[config.mk]
export PLATFORM = sky130hd
export DESIGN_NAME = adcc_top
export DESIGN_NICKNAME = d
export VERILOG_FILES = /design/src/hdl/adcc_pkg.sv /design/src/hdl/adcc_div_if.sv /design/src/hdl/adcc_clk_div.sv /design/src/hdl/adcc_top.sv
export SDC_FILE = /design/constraint.sdc
export NUM_CORES = 1
export LEC_CHECK = 0
export BUFFER_PORTS_ARGS = -buffer_cell sky130_fd_sc_hd__buf_2
export CORE_MARGIN = 2
export CORE_UTILIZATION = 55
export DETAILED_ROUTE_END_ITERATION = 10
export PLACE_DENSITY = 0.86
export SLEW_MARGIN = 20
export SYNTH_ARGS = -nofsm -noshare
export SYNTH_HDL_FRONTEND = slang
export SYNTH_SLANG_ARGS = --single-unit
export TNS_END_PERCENT = 1
[constraint.sdc]
create_clock -name pclk -period 6.9 [get_ports pclk]
set_clock_uncertainty 0.05 [all_clocks]
set_input_delay 1.035 -clock pclk [delete_from_list [all_inputs] [get_ports pclk]]
set_output_delay 1.035 -clock pclk [all_outputs]
set_load 0.02 [all_outputs]
[src/hdl/adcc_pkg.sv]
package adcc_pkg;

	// Byte addresses of the register words.
	localparam logic [7:0] ADDR_CTRL_MAIN  = 8'h00;
	localparam logic [7:0] ADDR_IN_CLK_SEL = 8'h04;
	localparam logic [7:0] ADDR_REF_AMP    = 8'h08;
	localparam logic [7:0] ADDR_BANDGAP    = 8'h0C;
	localparam logic [7:0] ADDR_RES_HIGH   = 8'h10;
	localparam logic [7:0] ADDR_RES_LOW    = 8'h14;

	// Field positions in adc_control_main.
	localparam int BIT_START   = 7;
	localparam int BIT_BUSY    = 6;
	localparam int BIT_ENABLE  = 5;
	localparam int BIT_FORMAT  = 4;
	localparam int LSB_CHANNEL = 0;
	// Field positions in adc_input_clock_select.
	localparam int LSB_SOURCE  = 4;
	localparam int LSB_CLKDIV  = 0;
	// Field positions in adc_reference_amp_control.
	localparam int BIT_AMP_EN  = 7;
	localparam int BIT_AMP_IN  = 4;
	localparam int LSB_VREF    = 2;
	localparam int LSB_GAIN    = 0;
	// Field position in bandgap_control.
	localparam int BIT_BG_EN   = 0;

	// Values after reset.
	localparam logic [7:0] RST_REG8 = 8'h00;
	localparam logic [3:0] RST_FLD4 = 4'h0;
	localparam logic [2:0] RST_FLD3 = 3'h0;
	localparam logic [1:0] RST_FLD2 = 2'h0;

	// Converter clock periods per conversion.
	localparam int CONV_CLOCKS = 16;
	// Width of the converter clock prescaler, enough for a divide by 128.
	localparam int DIV_W       = 7;
	// Number of external channel slots, slot 2 is reserved.
	localparam int NUM_CHAN    = 5;
	localparam int RES_W       = 12;

	typedef enum logic {
		ADCC_IDLE,
		ADCC_CONV
	} adcc_state_t;

endpackage : adcc_pkg

[src/hdl/adcc_div_if.sv]
`timescale 1ns/100ps
interface adcc_div_if;
	logic [2:0] div_sel;
	logic       run;
	logic       tick;

	modport ctl (output div_sel, output run, input tick);
	modport div (input div_sel, input run, output tick);
endinterface : adcc_div_if

[src/hdl/adcc_clk_div.sv]
`timescale 1ns/100ps
module adcc_clk_div #(
	parameter int W = adcc_pkg::DIV_W
) (
	input  wire logic pclk,
	input  wire logic presetn,
	adcc_div_if.div   dif
);
	typedef struct packed {
		logic [W-1:0] cnt;
	} adcc_div_st_t;

	adcc_div_st_t s_q;
	adcc_div_st_t s_d;
	logic [W-1:0] mask;

	// A tick comes every 2^div_sel clocks; sel zero ticks every clock.
	always_comb begin
		mask = W'((1 << dif.div_sel) - 1);
		s_d  = s_q;
		if (!dif.run) begin
			s_d.cnt = '0;
		end else begin
			s_d.cnt = s_q.cnt + W'(1);
		end
	end

	assign dif.tick = dif.run && ((s_q.cnt & mask) == mask);

	always_ff @(posedge pclk or negedge presetn) begin
		if (!presetn) begin
			s_q <= '0;
		end else begin
			s_q <= s_d;
		end
	end
endmodule : adcc_clk_div

[src/hdl/adcc_top.sv]
// Added by the designer: the APB slave port and the register addresses.
`timescale 1ns/100ps
// How it works
// - Start on start bit written high then low.
// - Busy set at start, cleared at completion.
// - Disabled converter off; result bytes untouched.
// - Format bit picks left or right alignment.
// - Unused result bits read as zero.
// - Channel code 0, 1, 3 or 4 picks one external input; other codes pick none.
// - Source field picks external or internal signal.
// - Internal source disconnects every external channel.
// - Converter clock is system clock over 2^n.
// - Unimplemented bits read as zero.
// - Bandgap amplifier input disconnects external pin.
// - Bandgap enable bit powers reference circuit.
// - Reference select; internal choice disconnects pin.
// - Gain field drives amplifier gain select.
// - Converter input pin drops function and pull-high.
// - Completion pulses the interrupt request.
module adcc_top #(
	parameter int CONV_CLOCKS = adcc_pkg::CONV_CLOCKS
) (
	input  wire logic        pclk,
	input  wire logic        presetn,
	input  wire logic        psel,
	input  wire logic        penable,
	input  wire logic        pwrite,
	input  wire logic [7:0]  paddr,
	input  wire logic [31:0] pwdata,
	input  wire logic [3:0]  pstrb,
	output logic      [31:0] prdata,
	output logic             pready,
	output logic             pslverr,
	input  wire logic [11:0] adc_sample,
	input  wire logic [4:0]  pin_adc_select,
	output logic             converter_enable,
	output logic             conv_start_pulse,
	output logic             conv_busy_flag,
	output logic             conv_done_pulse,
	output logic      [4:0]  external_analog_channel,
	output logic             ext_input_off,
	output logic      [3:0]  input_source_select,
	output logic             conv_clock_tick,
	output logic             ref_amp_enable,
	output logic             ref_amp_input_select,
	output logic             ext_amp_input_pin_off,
	output logic      [1:0]  reference_select,
	output logic             ext_ref_pin_off,
	output logic      [1:0]  ref_amp_gain_select,
	output logic             bandgap_enable,
	output logic      [4:0]  pin_release
);
	localparam int CW = $clog2(CONV_CLOCKS + 1);
	localparam logic [CW-1:0] LAST = CW'(CONV_CLOCKS - 1);

	typedef struct packed {
		logic                start;
		logic                enable;
		logic                fmt;
		logic [3:0]          chan;
		logic [3:0]          src;
		logic [2:0]          clkdiv;
		logic                amp_en;
		logic                amp_in;
		logic [1:0]          vref;
		logic [1:0]          gain;
		logic                bg_en;
		logic [7:0]          res_hi;
		logic [7:0]          res_lo;
		adcc_pkg::adcc_state_t st;
		logic [CW-1:0]       cnt;
		logic                start_p;
		logic                done_p;
		logic                tick;
		logic [4:0]          ext_conn;
		logic                ext_off;
		logic [4:0]          pin_rel;
		logic                rdy;
		logic                err;
		logic                ref_off;
		logic [31:0]         rdata;
	} adcc_st_t;

	adcc_st_t s_q;
	adcc_st_t s_d;

	adcc_div_if dif ();

	adcc_clk_div #(
		.W (adcc_pkg::DIV_W)
	) u_div (
		.pclk    (pclk),
		.presetn (presetn),
		.dif     (dif)
	);

	// The prescaler only runs while a conversion is under way, which
	// keeps the tick phase fixed relative to the start.
	assign dif.div_sel = s_q.clkdiv;
	assign dif.run     = (s_q.st == adcc_pkg::ADCC_CONV);

	logic       setup;
	logic       wr;
	logic       mapped;
	logic       is_ext;
	logic [7:0] wb;
	logic [7:0] rd8;

	always_comb begin
		s_d    = s_q;
		setup  = psel && !penable;
		wr     = psel && penable && s_q.rdy && pwrite && pstrb[0];
		wb     = pwdata[7:0];
		mapped = 1'b1;
		rd8    = 8'h00;
		s_d.start_p = 1'b0;
		s_d.done_p  = 1'b0;

		// Register writes take effect in the completing access cycle.
		if (wr) begin
			case (paddr)
				adcc_pkg::ADDR_CTRL_MAIN: begin
					s_d.start  = wb[adcc_pkg::BIT_START];
					s_d.enable = wb[adcc_pkg::BIT_ENABLE];
					s_d.fmt    = wb[adcc_pkg::BIT_FORMAT];
					s_d.chan   = wb[adcc_pkg::LSB_CHANNEL +: 4];
				end
				adcc_pkg::ADDR_IN_CLK_SEL: begin
					s_d.src    = wb[adcc_pkg::LSB_SOURCE +: 4];
					s_d.clkdiv = wb[adcc_pkg::LSB_CLKDIV +: 3];
				end
				adcc_pkg::ADDR_REF_AMP: begin
					s_d.amp_en = wb[adcc_pkg::BIT_AMP_EN];
					s_d.amp_in = wb[adcc_pkg::BIT_AMP_IN];
					s_d.vref   = wb[adcc_pkg::LSB_VREF +: 2];
					s_d.gain   = wb[adcc_pkg::LSB_GAIN +: 2];
				end
				adcc_pkg::ADDR_BANDGAP: begin
					s_d.bg_en = wb[adcc_pkg::BIT_BG_EN];
				end
				default: begin
				end
			endcase
		end

		s_d.tick = dif.tick;
		case (s_q.st)
			adcc_pkg::ADCC_IDLE: begin
				s_d.cnt = '0;
				if (s_q.start && !s_d.start && s_q.enable) begin
					s_d.st      = adcc_pkg::ADCC_CONV;
					s_d.start_p = 1'b1;
				end
			end
			adcc_pkg::ADCC_CONV: begin
				if (!s_d.enable) begin
					s_d.st = adcc_pkg::ADCC_IDLE;
				end else if (dif.tick) begin
					s_d.cnt = s_q.cnt + CW'(1);
					if (s_q.cnt == LAST) begin
						s_d.st = adcc_pkg::ADCC_IDLE;
						s_d.done_p = 1'b1;
						if (s_d.fmt) begin
							s_d.res_hi = {4'h0, adc_sample[11:8]};
							s_d.res_lo = adc_sample[7:0];
						end else begin
							s_d.res_hi = adc_sample[11:4];
							s_d.res_lo = {adc_sample[3:0], 4'h0};
						end
					end
				end
			end
			default: begin
				s_d.st = adcc_pkg::ADCC_IDLE;
			end
		endcase

		is_ext = (s_d.src[3:2] == 2'b11) ||
			(!s_d.src[3] && (s_d.src[1:0] == 2'b00));
		s_d.ext_off  = !is_ext;
		s_d.ext_conn = 5'h00;
		if (is_ext && s_d.enable && (s_d.chan < 4'(adcc_pkg::NUM_CHAN)) &&
			(s_d.chan != 4'h2)) begin
			s_d.ext_conn = 5'(5'h01 << s_d.chan);
		end
		s_d.pin_rel = pin_adc_select;
		// pin used only for code 01
		s_d.ref_off = (s_d.vref != 2'b01);

		// Read data and error are captured in setup, so the access
		// phase always completes on its first cycle.
		case (paddr)
			adcc_pkg::ADDR_CTRL_MAIN: begin
				rd8 = {s_q.start, (s_q.st == adcc_pkg::ADCC_CONV),
					s_q.enable, s_q.fmt, s_q.chan};
			end
			adcc_pkg::ADDR_IN_CLK_SEL: begin
				rd8 = {s_q.src, 1'b0, s_q.clkdiv};
			end
			adcc_pkg::ADDR_REF_AMP: begin
				rd8 = {s_q.amp_en, 2'b00, s_q.amp_in, s_q.vref, s_q.gain};
			end
			adcc_pkg::ADDR_BANDGAP: begin
				rd8 = {7'h00, s_q.bg_en};
			end
			adcc_pkg::ADDR_RES_HIGH: begin
				rd8 = s_q.res_hi;
			end
			adcc_pkg::ADDR_RES_LOW: begin
				rd8 = s_q.res_lo;
			end
			default: begin
				mapped = 1'b0;
			end
		endcase
		s_d.rdy   = setup;
		s_d.err   = setup && !mapped;
		s_d.rdata = setup ? {24'h000000, rd8} : 32'h00000000;
	end

	always_ff @(posedge pclk or negedge presetn) begin
		if (!presetn) begin
			s_q         <= '0;
			s_q.ref_off <= 1'b1;
		end else begin
			s_q <= s_d;
		end
	end

	assign prdata  = s_q.rdata;
	assign pready  = s_q.rdy;
	assign pslverr = s_q.err;

	assign converter_enable        = s_q.enable;
	assign conv_start_pulse        = s_q.start_p;
	assign conv_busy_flag          = (s_q.st == adcc_pkg::ADCC_CONV);
	assign conv_done_pulse         = s_q.done_p;
	assign external_analog_channel = s_q.ext_conn;
	assign ext_input_off           = s_q.ext_off;
	assign input_source_select     = s_q.src;
	assign conv_clock_tick         = s_q.tick;
	assign ref_amp_enable          = s_q.amp_en;
	assign ref_amp_input_select    = s_q.amp_in;
	assign ext_amp_input_pin_off   = s_q.amp_in;
	assign reference_select        = s_q.vref;
	assign ext_ref_pin_off         = s_q.ref_off;
	assign ref_amp_gain_select     = s_q.gain;
	assign bandgap_enable          = s_q.bg_en;
	assign pin_release             = s_q.pin_rel;
endmodule : adcc_top

Yosys cells after proc, flatten, opt, wreduce, memory -nomap -nowiden

Cells that the tools add are included.

Output and inout bits: 63
ROM bits: 0
Bits of input ports: 66
Memories kept: 0
Latch bits: 0
Register bits after elaboration: 75
Memory bits (writable): 0

Shift operators: 2
Multiply operators: 0
Mux-type cells: 22
Reduce and logical (&&, ||, !) cells: 27
Magnitude comparators: 1
Bitwise operators: 2
Div/mod/pow operators: 0
Equal/unequal tests: 12
Add/subtract/negate cells: 3

Operators by type and width:

| kind                | number |
|---|---|
| $pmux 8 s6          | 1 |
| $mux 21             | 1 |
| $mux 7              | 3 |
| $eq 8x4->1 const B  | 2 |
| $eq 8x5->1 const B  | 2 |
| $mux 16             | 1 |
| $logic_and 1x1->1   | 13 |
| $mux 6              | 2 |
| $pmux 6 s2          | 1 |
| $mux 1              | 10 |
| $mux 5              | 2 |
| $eq 8x3->1 const B  | 1 |
| $logic_not 8->1     | 1 |
| $mux 8              | 1 |
| $reduce_and 2->1    | 4 |
| $add 7x1->7 const B | 1 |
| $and 7x7->7         | 1 |
| $eq 7x7->1          | 1 |
| $shl 1x3->7 const A | 1 |
| $sub 7x2->7 const B | 1 |
| $ne 2x1->1 const B  | 3 |
| $reduce_or 6->1     | 1 |
| $add 5x1->5 const B | 1 |
| $eq 5x4->1 const B  | 1 |
| other kinds (9)     | 13 |

Depth between registers and ports, before layout

Gate-level depths: netlist of the first run.

Depth after elaboration: 12
Gate-level depth with buffers: 10

Cells and area by module

Synthesis of the first run repeated with hierarchy kept, for this count alone.

Cells, all modules: 409
Area, all modules: 4,061.4 um^2

By module, submodules not included:

| module       | sequential area each (um^2) | area an instance (um^2) | cells an instance | instances |
|---|---|---|---|---|
| adcc_top     | 1,702.9                     | 3,701.0                 | 372               | 1 |
| adcc_clk_div | 175.2                       | 360.3                   | 37                | 1 |

Worst setup path before layout of the first run

OpenSTA, ideal clock, no wires.

Path type: input-to-reg
Start point: in paddr[3]
End point: reg s_q[62] (netlist bit)
Stages: 9
Setup time: 0.125 ns
Data arrival time: 3.460 ns
Path slack: 3.265 ns
Required time: 6.725 ns
Path through: buf_6 -> or4_4 -> nor4_4 -> and2_1 -> buf_4 -> mux2i_2 -> buf_2 -> mux2_1 -> mux2_4

Word-level cells in the longest chain between the ends: 4
Elaborated cells between the ends (all ways): 5
Those cells by class: mux: 3; reduce/logical: 2

RTL lines:

| element                                                      | line            | RTL |
|---|---|---|
| start, declared                                              | adcc_top.sv:28  | `input wire logic [7:0] paddr,` |
| $logic_not 8->1 (*)                                          | adcc_top.sv:121 | `case (paddr)` |
| $mux 7 (*)                                                   | adcc_top.sv:121 |  |
| $mux 21 (*)                                                  | adcc_top.sv:120 | `if (wr) begin` |
| $reduce_and 4->1 (no line) / $mux 16 (equally long branches) | -               |  |
| end, declared                                                | adcc_top.sv:84  | `adcc_st_t s_q;` |

Mark *: on every way between the ends. The rest lies on a longest branch, timed or not.
A chain may end at the register's enable or synchronous reset.

Final worst setup path of the first run

Start point: in paddr[3]
End point: reg s_q[65] (netlist bit)

The elaborated chain is that of the path after synthesis.

==> impl_metrics.yaml, run 1 <==
drt:
  wl_per_cell_um: 15.4
  drt_wl_total_um: 7770
  drc_errors: 0
  vias_per_cell: 5.27
  drtAntennaViolNets: 0
  first_pass_iters: 8
  drt-initial-drc-count: 272
  num_vias: 2667
yosys:
  synthTopCellsByArea: "dfrtp_1, buf_4, mux2_2"
  yosysWarnings: 0
  syn-mean-instance-area_um2: 11.0
  ys_types: 50
  ys_async_sr_fraction: 1.00
  synth_edf_count: 0
  synth-main-ff-cell: "dfrtp_1"
  synth_top_cell_area_share: 0.477
  synth_cells: 354
  syn_area_um2: 3880
  yosysTopAreaCell: "dfrtp_1"
  ys_seq_elements: 75
  seq_area_frac_synth: 0.484
floorplanning:
  die_area_um2: 7740
  die_x_um: 88.0
  die_h_um: 88.0
  initial_core_util: 0.571
  rows: 30
  core_area_um2: 6790
  io_pins: 129
hold_path:
  hold_path_class: "flop to flop"
  hold_start: "u_div.s_q[0]"
  worstHoldEndpoint: "u_div.s_q[0]"
  holdPathStages: 1
place:
  dp_hpwl_um: 5640
  io_buffer_count: 77
  placed_cell_area_um2: 4040
  gp_congestion: 0.826
  dp_worst_setup_slack_ns: 2.51
  place_inst: 490
layout:
  drive_above_1_share: 0.337
  fin_area_um2: 4230
  diodes: 0
  fin_nets: 475
  stdcell_count: 506
  num-fill-cells: 544
  area_delta_synth_final_pct: 8.96
sta:
  setup_viol: 0
  rsz0062_at_grt: "no"
  slew_viol_final: 0
  setup_ws_ns: 2.81
  fin_crit_sh: 0.593
  timing.fmax_mhz: 245
  min_period_ns: 4.09
  worst_pin_slew_ns: 0.922
  hold_viol: 0
  relSlewSlack: 0.373
  setup_tns_ns: 0
global_route:
  overflow: 0
  grt_use_total: 0.212
  grt_pass1_wl_um: 12200
  grt_max_degree: 76
  antenna_found_initial: 0
  grt_pass1_vias: 2474
cts:
  clkTransAtPathRegs_ns: 0.08
  cts-root-buf: "clkbuf_8"
  ctsHoldBuffers: 0
  cts_buffers: 9
  post_cts_buffers: 0
  cts_tree: "yes"
  cts-resized-gates: 0
  cts_htree_levels: 3
  clockBufferDepth: 2
  clkSinkCount: 75
  clock_latency_ns: 0.36
setup_path:
  reg2reg_slack_ns: 3.92
  critPathLaunchType: "input pin"
  crit_fanout: 17
  r2r_cells: 6
  crit_arrival_ns: 4.28
  setup.worst_path.start: "paddr[3]"
  crit_path_end_kind: "flop"
  critPathKind: "input pin to flop"
  r2r-start: "pready"
  required_ns: 7.10
  r2r_end: "s_q[65]"
pwr:
  ir_worst_vdd_uv: 123
  finalPower_uw: 832
  powerDensity_nw_per_um2: 197
  leakagePower_uw: 0.00215
outcome:
  outcome: "completed"
flow_run:
  maxCapViolations: 0
## state kept, by name (all words and copies together), names as in the netlist, 2 cells and up
| register | flops |
|---|---|
| s_q | 27 |
| prdata | 8 |
| u_div.s_q | 7 |
| external_analog_channel | 5 |
| pin_release | 5 |
| input_source_select | 4 |
| dif.div_sel | 3 |
| ref_amp_gain_select | 2 |
| reference_select | 2 |
## power breakdown
part           switching [uW]  internal (uW)  total [uW]
logic                    41.1           16.3        57.4
registers               0.925            442         443
clock network             166            166         331
total                     208            624         832
## placed cells by master (no fill, tap or decap), types with 2 or more instances in the layout
cell / count
xor2_1: 2
o21ai_0: 8
mux2i_2: 2
a222oi_1: 5
o221ai_1: 2
nand4_1: 3
nor2b_1: 8
and2_1: 6
nor3_1: 2
dfrtp_1: 74
nor2_1: 26
a31oi_1: 3
clkinv_2: 4
a21oi_1: 7
mux2i_1: 11
nor3b_1: 3
nand3_1: 7
a211oi_1: 3
nand2b_1: 4
mux2_1: 5
or4_1: 2
conb_1: 25
o31ai_1: 2
a22oi_1: 7
ha_1: 4
inv_1: 14
xnor2_1: 4
clkbuf_8: 9
mux2_2: 34
nand2_1: 26
and3_1: 2
buf_2: 76
## per-layer routing
| layer | GRT usage | vias to the layer above | routed length, um |
|---|---|---|---|
| li1 | - | 1246 | - |
| met1 | 0.303 | 1275 | 3480 |
| met2 | 0.314 | 135 | 3540 |
| met3 | 0.0434 | 11 | 585 |
| met4 | 0.0923 | 0 | 164 |
| met5 | 0 | - | 0 |
## synth_stat cells (all sizes together), types with 2 or more instances
master / instances
dfrtp: 74
buf: 56
mux2: 40
nand2: 26
nor2: 26
inv: 14
mux2i: 13
nor2b: 8
o21ai: 8
a21oi: 7
a22oi: 7
nand3: 7
and2: 6
a222oi: 5
clkbuf: 5
ha: 4
nand2b: 4
xnor2: 4
a211oi: 3
a31oi: 3
nand4: 3
nor3: 3
nor3b: 3
or4: 3
and3: 2
nor4: 2
o221ai: 2
o31ai: 2
xor2: 2
## layout make-up
class	count	area, um^2	area share
multi-input cells	227	1600	0.377
clock inverters	7	66.3	0.0157
flip-flops and latches	75	1880	0.444
clock buffers	9	124	0.0293
repair buffers	77	388	0.0917
well taps	96	120	0.0284
inverters	15	56.3	0.0133
## worst max path at each step
stage	end	slack [ns]	cells past startpoint
3_3_place_gp	s_q[65]	2.54	7
2_1_floorplan	s_q[62]	3.26	9
4_1_cts	s_q[65]	2.86	7
3_5_place_dp	s_q[65]	2.51	7
6_report	s_q[65]	2.81	7
5_1_grt	s_q[65]	2.64	7
## cells by family (layout without fill, tap and decap cells)
kind of cell | count (synthesis) | count (layout) | synth area share
simple gates | 99 | 99 | 0.137
mux | 53 | 53 | 0.153
flops | 75 | 75 | 0.484
buf+inv | 76 | 108 | 0.128
other cells | 1 | 25 | 0.000967
xor+xnor | 6 | 6 | 0.0135
compound gates | 40 | 40 | 0.0713
fa+ha+maj | 4 | 4 | 0.0129
## stage by stage
stage | util | hold slack (ns)
finish | 0.622 | 0.444
global route | 0.622 | 0.467
CTS | 0.622 | 0.445
detailed placement | 0.594 | 0.432
global placement | 0.594 | 0.422
floorplan | - | 0.395
## worst max-delay path, stage by stage
cell and delay (ns):
buf_2 0.16, or4_4 0.57, nor4_4 0.37, and2_1 0.58
mux2i_2 0.85, mux2_2 0.43, mux2_1 0.29
Note: power is estimated with default switching activity, not from simulation.
==> run 2: changes to the inputs <==
CORE_UTILIZATION = 51   (was 55)
PLACE_DENSITY = 0.81   (was 0.86)
clock period = 3.8 ns   (was 6.9 ns; I/O delays follow)
==> impl_metrics.yaml, run 2 (synthesis results as in run 1) <==
layout:
  final_common_cell: "buf_2"
  fin_nets: 481
  drive_above_1_share: 0.344
  diodes: 0
  area_delta_synth_final_pct: 10.5
  layout_common_cells: "buf_2, dfrtp_1, mux2_2, nor2_1, nand2_1"
  num-fill-cells: 620
  largest-register: "s_q"
  largest_reg_flops: 27
  fin_area_um2: 4290
global_route:
  gr-usage-met2: 0.307
  grt_pass1_wl_um: 12800
  grt_max_degree: 36
  grt_busiest_layer: "met2"
  grt_util_met1: 0.263
  antenna_found_initial: 0
  overflow: 0
  grt_use_total: 0.196
  grt_pass1_vias: 2599
  gr-usage-met3: 0.0473
sta:
  rsz0062_at_grt: "no"
  setup_viol: 0
  setup_tns_ns: 0
  min_period_ns: 3.02
  hold_viol: 0
  worst_pin_slew_ns: 0.851
  relSlewSlack: 0.431
  slew_viol_final: 0
  timing.fmax_mhz: 331
  fin_crit_sh: 0.795
setup_path:
  crit_path_end_kind: "flop"
  required_ns: 3.98
  critPathLaunchType: "input pin"
  crit_fanout: 17
  critPathKind: "input pin to flop"
  crit_arrival_ns: 3.20
drt:
  drc_errors: 0
  vias_per_cell: 5.33
  drt_wl_total_um: 7810
  drt-initial-drc-count: 260
  drtAntennaViolNets: 0
  num_vias: 2743
  wl_per_cell_um: 15.2
  first_pass_iters: 5
cts:
  cts-resized-gates: 0
  clkSinkCount: 75
  cts_buffers: 9
  clkTransAtPathRegs_ns: 0.07
  cts_tree: "yes"
  cts_htree_levels: 3
  clock_latency_ns: 0.34
  ctsHoldBuffers: 0
  clockBufferDepth: 2
  post_cts_buffers: 0
  cts-root-buf: "clkbuf_8"
place:
  placed_cell_area_um2: 4080
  dp_hpwl_um: 5750
  io_buffer_count: 77
  gp_congestion: 0.899
floorplanning:
  die_x_um: 91.2
  io_pins: 129
  die_area_um2: 8320
  initial_core_util: 0.532
  rows: 31
  die_h_um: 91.2
  core_area_um2: 7290
pwr:
  powerDensity_nw_per_um2: 357
  ir_worst_vdd_uv: 158
  leakagePower_uw: 0.00219
hold_path:
  hold_path_class: "input pin to asynchronous set/reset pin"
outcome:
  outcome: "completed"
flow_run:
  maxCapViolations: 0
run 2: critical path: stages:
cell	delay [ns]
buf_2	0.16
or4_4	0.57
nor4_4	0.16
and2_1	0.36
mux2i_2	0.20
nor3_4	0.73
mux2_2	0.42
run 2: worst paths after layout:
kind                                        start                to  slack (ns)  cells past startpoint
worst max-delay path                     paddr[3]           s_q[58]        0.78                      7
worst min-delay path                      presetn  conv_start_pulse        0.03                      1
worst max register to register     dif.div_sel[1]           s_q[58]        0.90                      8
worst min register to register       u_div.s_q[0]      u_div.s_q[0]        0.43                      1
max in group asynchronous                 presetn           s_q[68]        2.96                      2
min in group pclk               pin_adc_select[3]    pin_release[3]        0.28                      1
run 2: per-stage QoR:
stage	std cells	hold slack (ns)	power (uW)	setup WS, ns	utilization
6_report	515	0.0259	1530	0.780	0.588
4_1_cts	515	0.0266	1540	0.778	0.588
3_3_place_gp	499	0.388	923	0.477	0.560
2_1_floorplan	378	0.224	896	0.630	-
5_1_grt	515	0.0265	1590	0.674	0.588
3_5_place_dp	499	0.391	925	0.419	0.560
run 2: cell type report:
type                       count  area [um^2]  area share
inverter                      15         56.3      0.0131
multi-input combinational    227         1600       0.372
clock inverter                 4         48.8      0.0114
timing repair buffer          83          430       0.100
clock buffer                  12          155      0.0362
tap                           99          124      0.0289
sequential                    75         1880       0.438
run 2: metal layers:
| layer | share of wire | vias up |
|---|---|---|
| met5 | 0 | - |
| met4 | 0.018 | 0 |
| met3 | 0.068 | 12 |
| met2 | 0.48 | 109 |
| met1 | 0.43 | 1353 |
| li1 | - | 1269 |
run 2: where the power goes:
| part | internal [uW] | switching (uW) |
|---|---|---|
| Clock | 338 | 280 |
| Combinational | 31.0 | 74.9 |
| Sequential | 803 | 1.60 |
==> run 3: changes to the inputs <==
CORE_UTILIZATION = 46   (was 51)
PLACE_DENSITY = 0.77   (was 0.81)
clock period = 2.7 ns   (was 3.8 ns; I/O delays follow)
==> impl_metrics.yaml, run 3 (synthesis results as in run 1) <==
outcome:
  outcome: "completed"
cts:
  cts_tree: "yes"
  cts-root-buf: "clkbuf_8"
  clockBufferDepth: 2
  cts_buffers: 9
  clkSinkCount: 75
  clock_latency_ns: 0.35
  ctsHoldBuffers: 0
  cts_htree_levels: 3
  post_cts_buffers: 0
  cts-resized-gates: 0
  clkTransAtPathRegs_ns: 0.08
setup_path:
  slowest_delay_ns: 0.55
  reg2reg_slack_ns: 0.24
  critPathKind: "input pin to flop"
  critPathLaunchType: "input pin"
  crit_fanout: 13
  required_ns: 2.88
  r2r_cells: 9
  slowest_stage: "or4_4"
  cp_cell_sequence: "buf_2 > or4_4 > nor4_4 > and2_1 > mux2i_4 > buf_12 > mux2_2 > mux2_1"
  crit_path_end_kind: "flop"
  crit_arrival_ns: 2.72
drt:
  wl_per_cell_um: 15.8
  num_vias: 2805
  drt-initial-drc-count: 198
  wl_met3_um: 620
  first_pass_iters: 5
  m1WireLength_um: 3650
  top_layer_used: "met4"
  drtAntennaViolNets: 0
  drt_wl_total_um: 8370
  vias_per_cell: 5.28
  drc_errors: 0
  met2_length_um: 3850
layout:
  final_common_cell: "buf_2"
  largest-register: "s_q"
  layout_common_cells: "buf_2, dfrtp_1, mux2_2, nand2_1"
  drive_above_1_share: 0.364
  diodes: 0
  largest_reg_flops: 27
  area_delta_synth_final_pct: 13.9
  stdcell_count: 531
  fin_area_um2: 4420
  fin_nets: 491
place:
  placed_cell_area_um2: 4210
  dp_hpwl_um: 6320
  io_buffer_count: 77
  dp_worst_setup_slack_ns: -0.189
  place_inst: 515
  gp_congestion: 0.901
global_route:
  grt_pass1_wl_um: 13200
  grt_max_degree: 76
  grt_pass1_vias: 2629
  antenna_found_initial: 0
  overflow: 0
  grt_use_total: 0.192
pwr:
  p_switching_uw: 512
  powerDensity_nw_per_um2: 499
  finalPower_uw: 2210
  power_frac_clock: 0.417
  seq_power_share: 0.513
  p_sw_frac: 0.232
  leakagePower_uw: 0.00225
  pwr-share-comb: 0.070
  ir_worst_vdd_uv: 203
  intPower_uw: 1690
sta:
  setup_ws_ns: 0.164
  worst_pin_slew_ns: 0.923
  min_period_ns: 2.54
  slew_viol_final: 0
  rsz0062_at_grt: "no"
  relSlewSlack: 0.385
  fin_crit_sh: 0.939
  hold_viol: 0
  timing.fmax_mhz: 394
  setup_viol: 0
floorplanning:
  io_pins: 129
  die_area_um2: 9190
  initial_core_util: 0.472
  die_x_um: 95.8
  die_h_um: 95.8
  core_area_um2: 8220
  rows: 33
flow_run:
  maxCapViolations: 0
hold_path:
  hold_path_class: "input pin to flop"
  holdPathStages: 1
run 3: changes by cell type in the layout (fill, tap and decap cells not counted), sizes merged:
cell | previous run | this run
buf | 83 | 93
bufinv | 1 | 2
clkbuf | 12 | 11
clkinv | 4 | 3
clkinvlp | 0 | 1
run 3: per-layer routing:
metal / vias up / global-route usage
li1: 1284 / -
met1: 1348 / 0.256
met2: 144 / 0.294
met3: 29 / 0.0392
met4: 0 / 0.100
met5: - / 0
run 3: cell type report:
| cell class | instances | area (um^2) |
|---|---|---|
| clock inverter | 5 | 77.6 |
| multi-input combinational | 227 | 1610 |
| sequential | 75 | 1880 |
| fill | 743 | 3800 |
| clock buffer | 11 | 131 |
| timing repair buffer | 93 | 533 |
| inverter | 15 | 56.3 |
| tap | 105 | 131 |
run 3: critical path: cells and delay by family:
kind,cells,cell delay (ns)
and+or+nand+nor,3,1.12
muxes,3,0.90
buffers and inverters,2,0.28
run 3: power by group through the flow:
stage | Sequential, uW | Combinational (uW) | Clock [uW]
4_1_cts | 1130 | 156 | 939
3_3_place_gp | 1150 | 151 | 0
6_report | 1130 | 155 | 920
3_5_place_dp | 1150 | 155 | 0
2_1_floorplan | 1160 | 107 | 0
5_1_grt | 1130 | 172 | 1000
run 3: per-stage QoR:
stage | hold slack (ns) | TNS, ns | util
finish | 0.113 | 0 | 0.538
global route | 0.0949 | 0 | 0.538
CTS | 0.0950 | 0 | 0.537
detailed placement | 0.435 | -2.24 | 0.512
global placement | 0.415 | -1.20 | 0.512
floorplan | 0.0594 | -0.641 | -
run 3: worst paths after layout:
path / from / end
worst max-delay path: paddr[6] / s_q[66]
worst min-delay path: pin_adc_select[0] / pin_release[0]
worst max register to register: dif.div_sel[1] / s_q[61]
worst min register to register: s_q[63] / s_q[63]
max in group asynchronous: presetn / dif.div_sel[1]
min in group asynchronous: presetn / u_div.s_q[2]
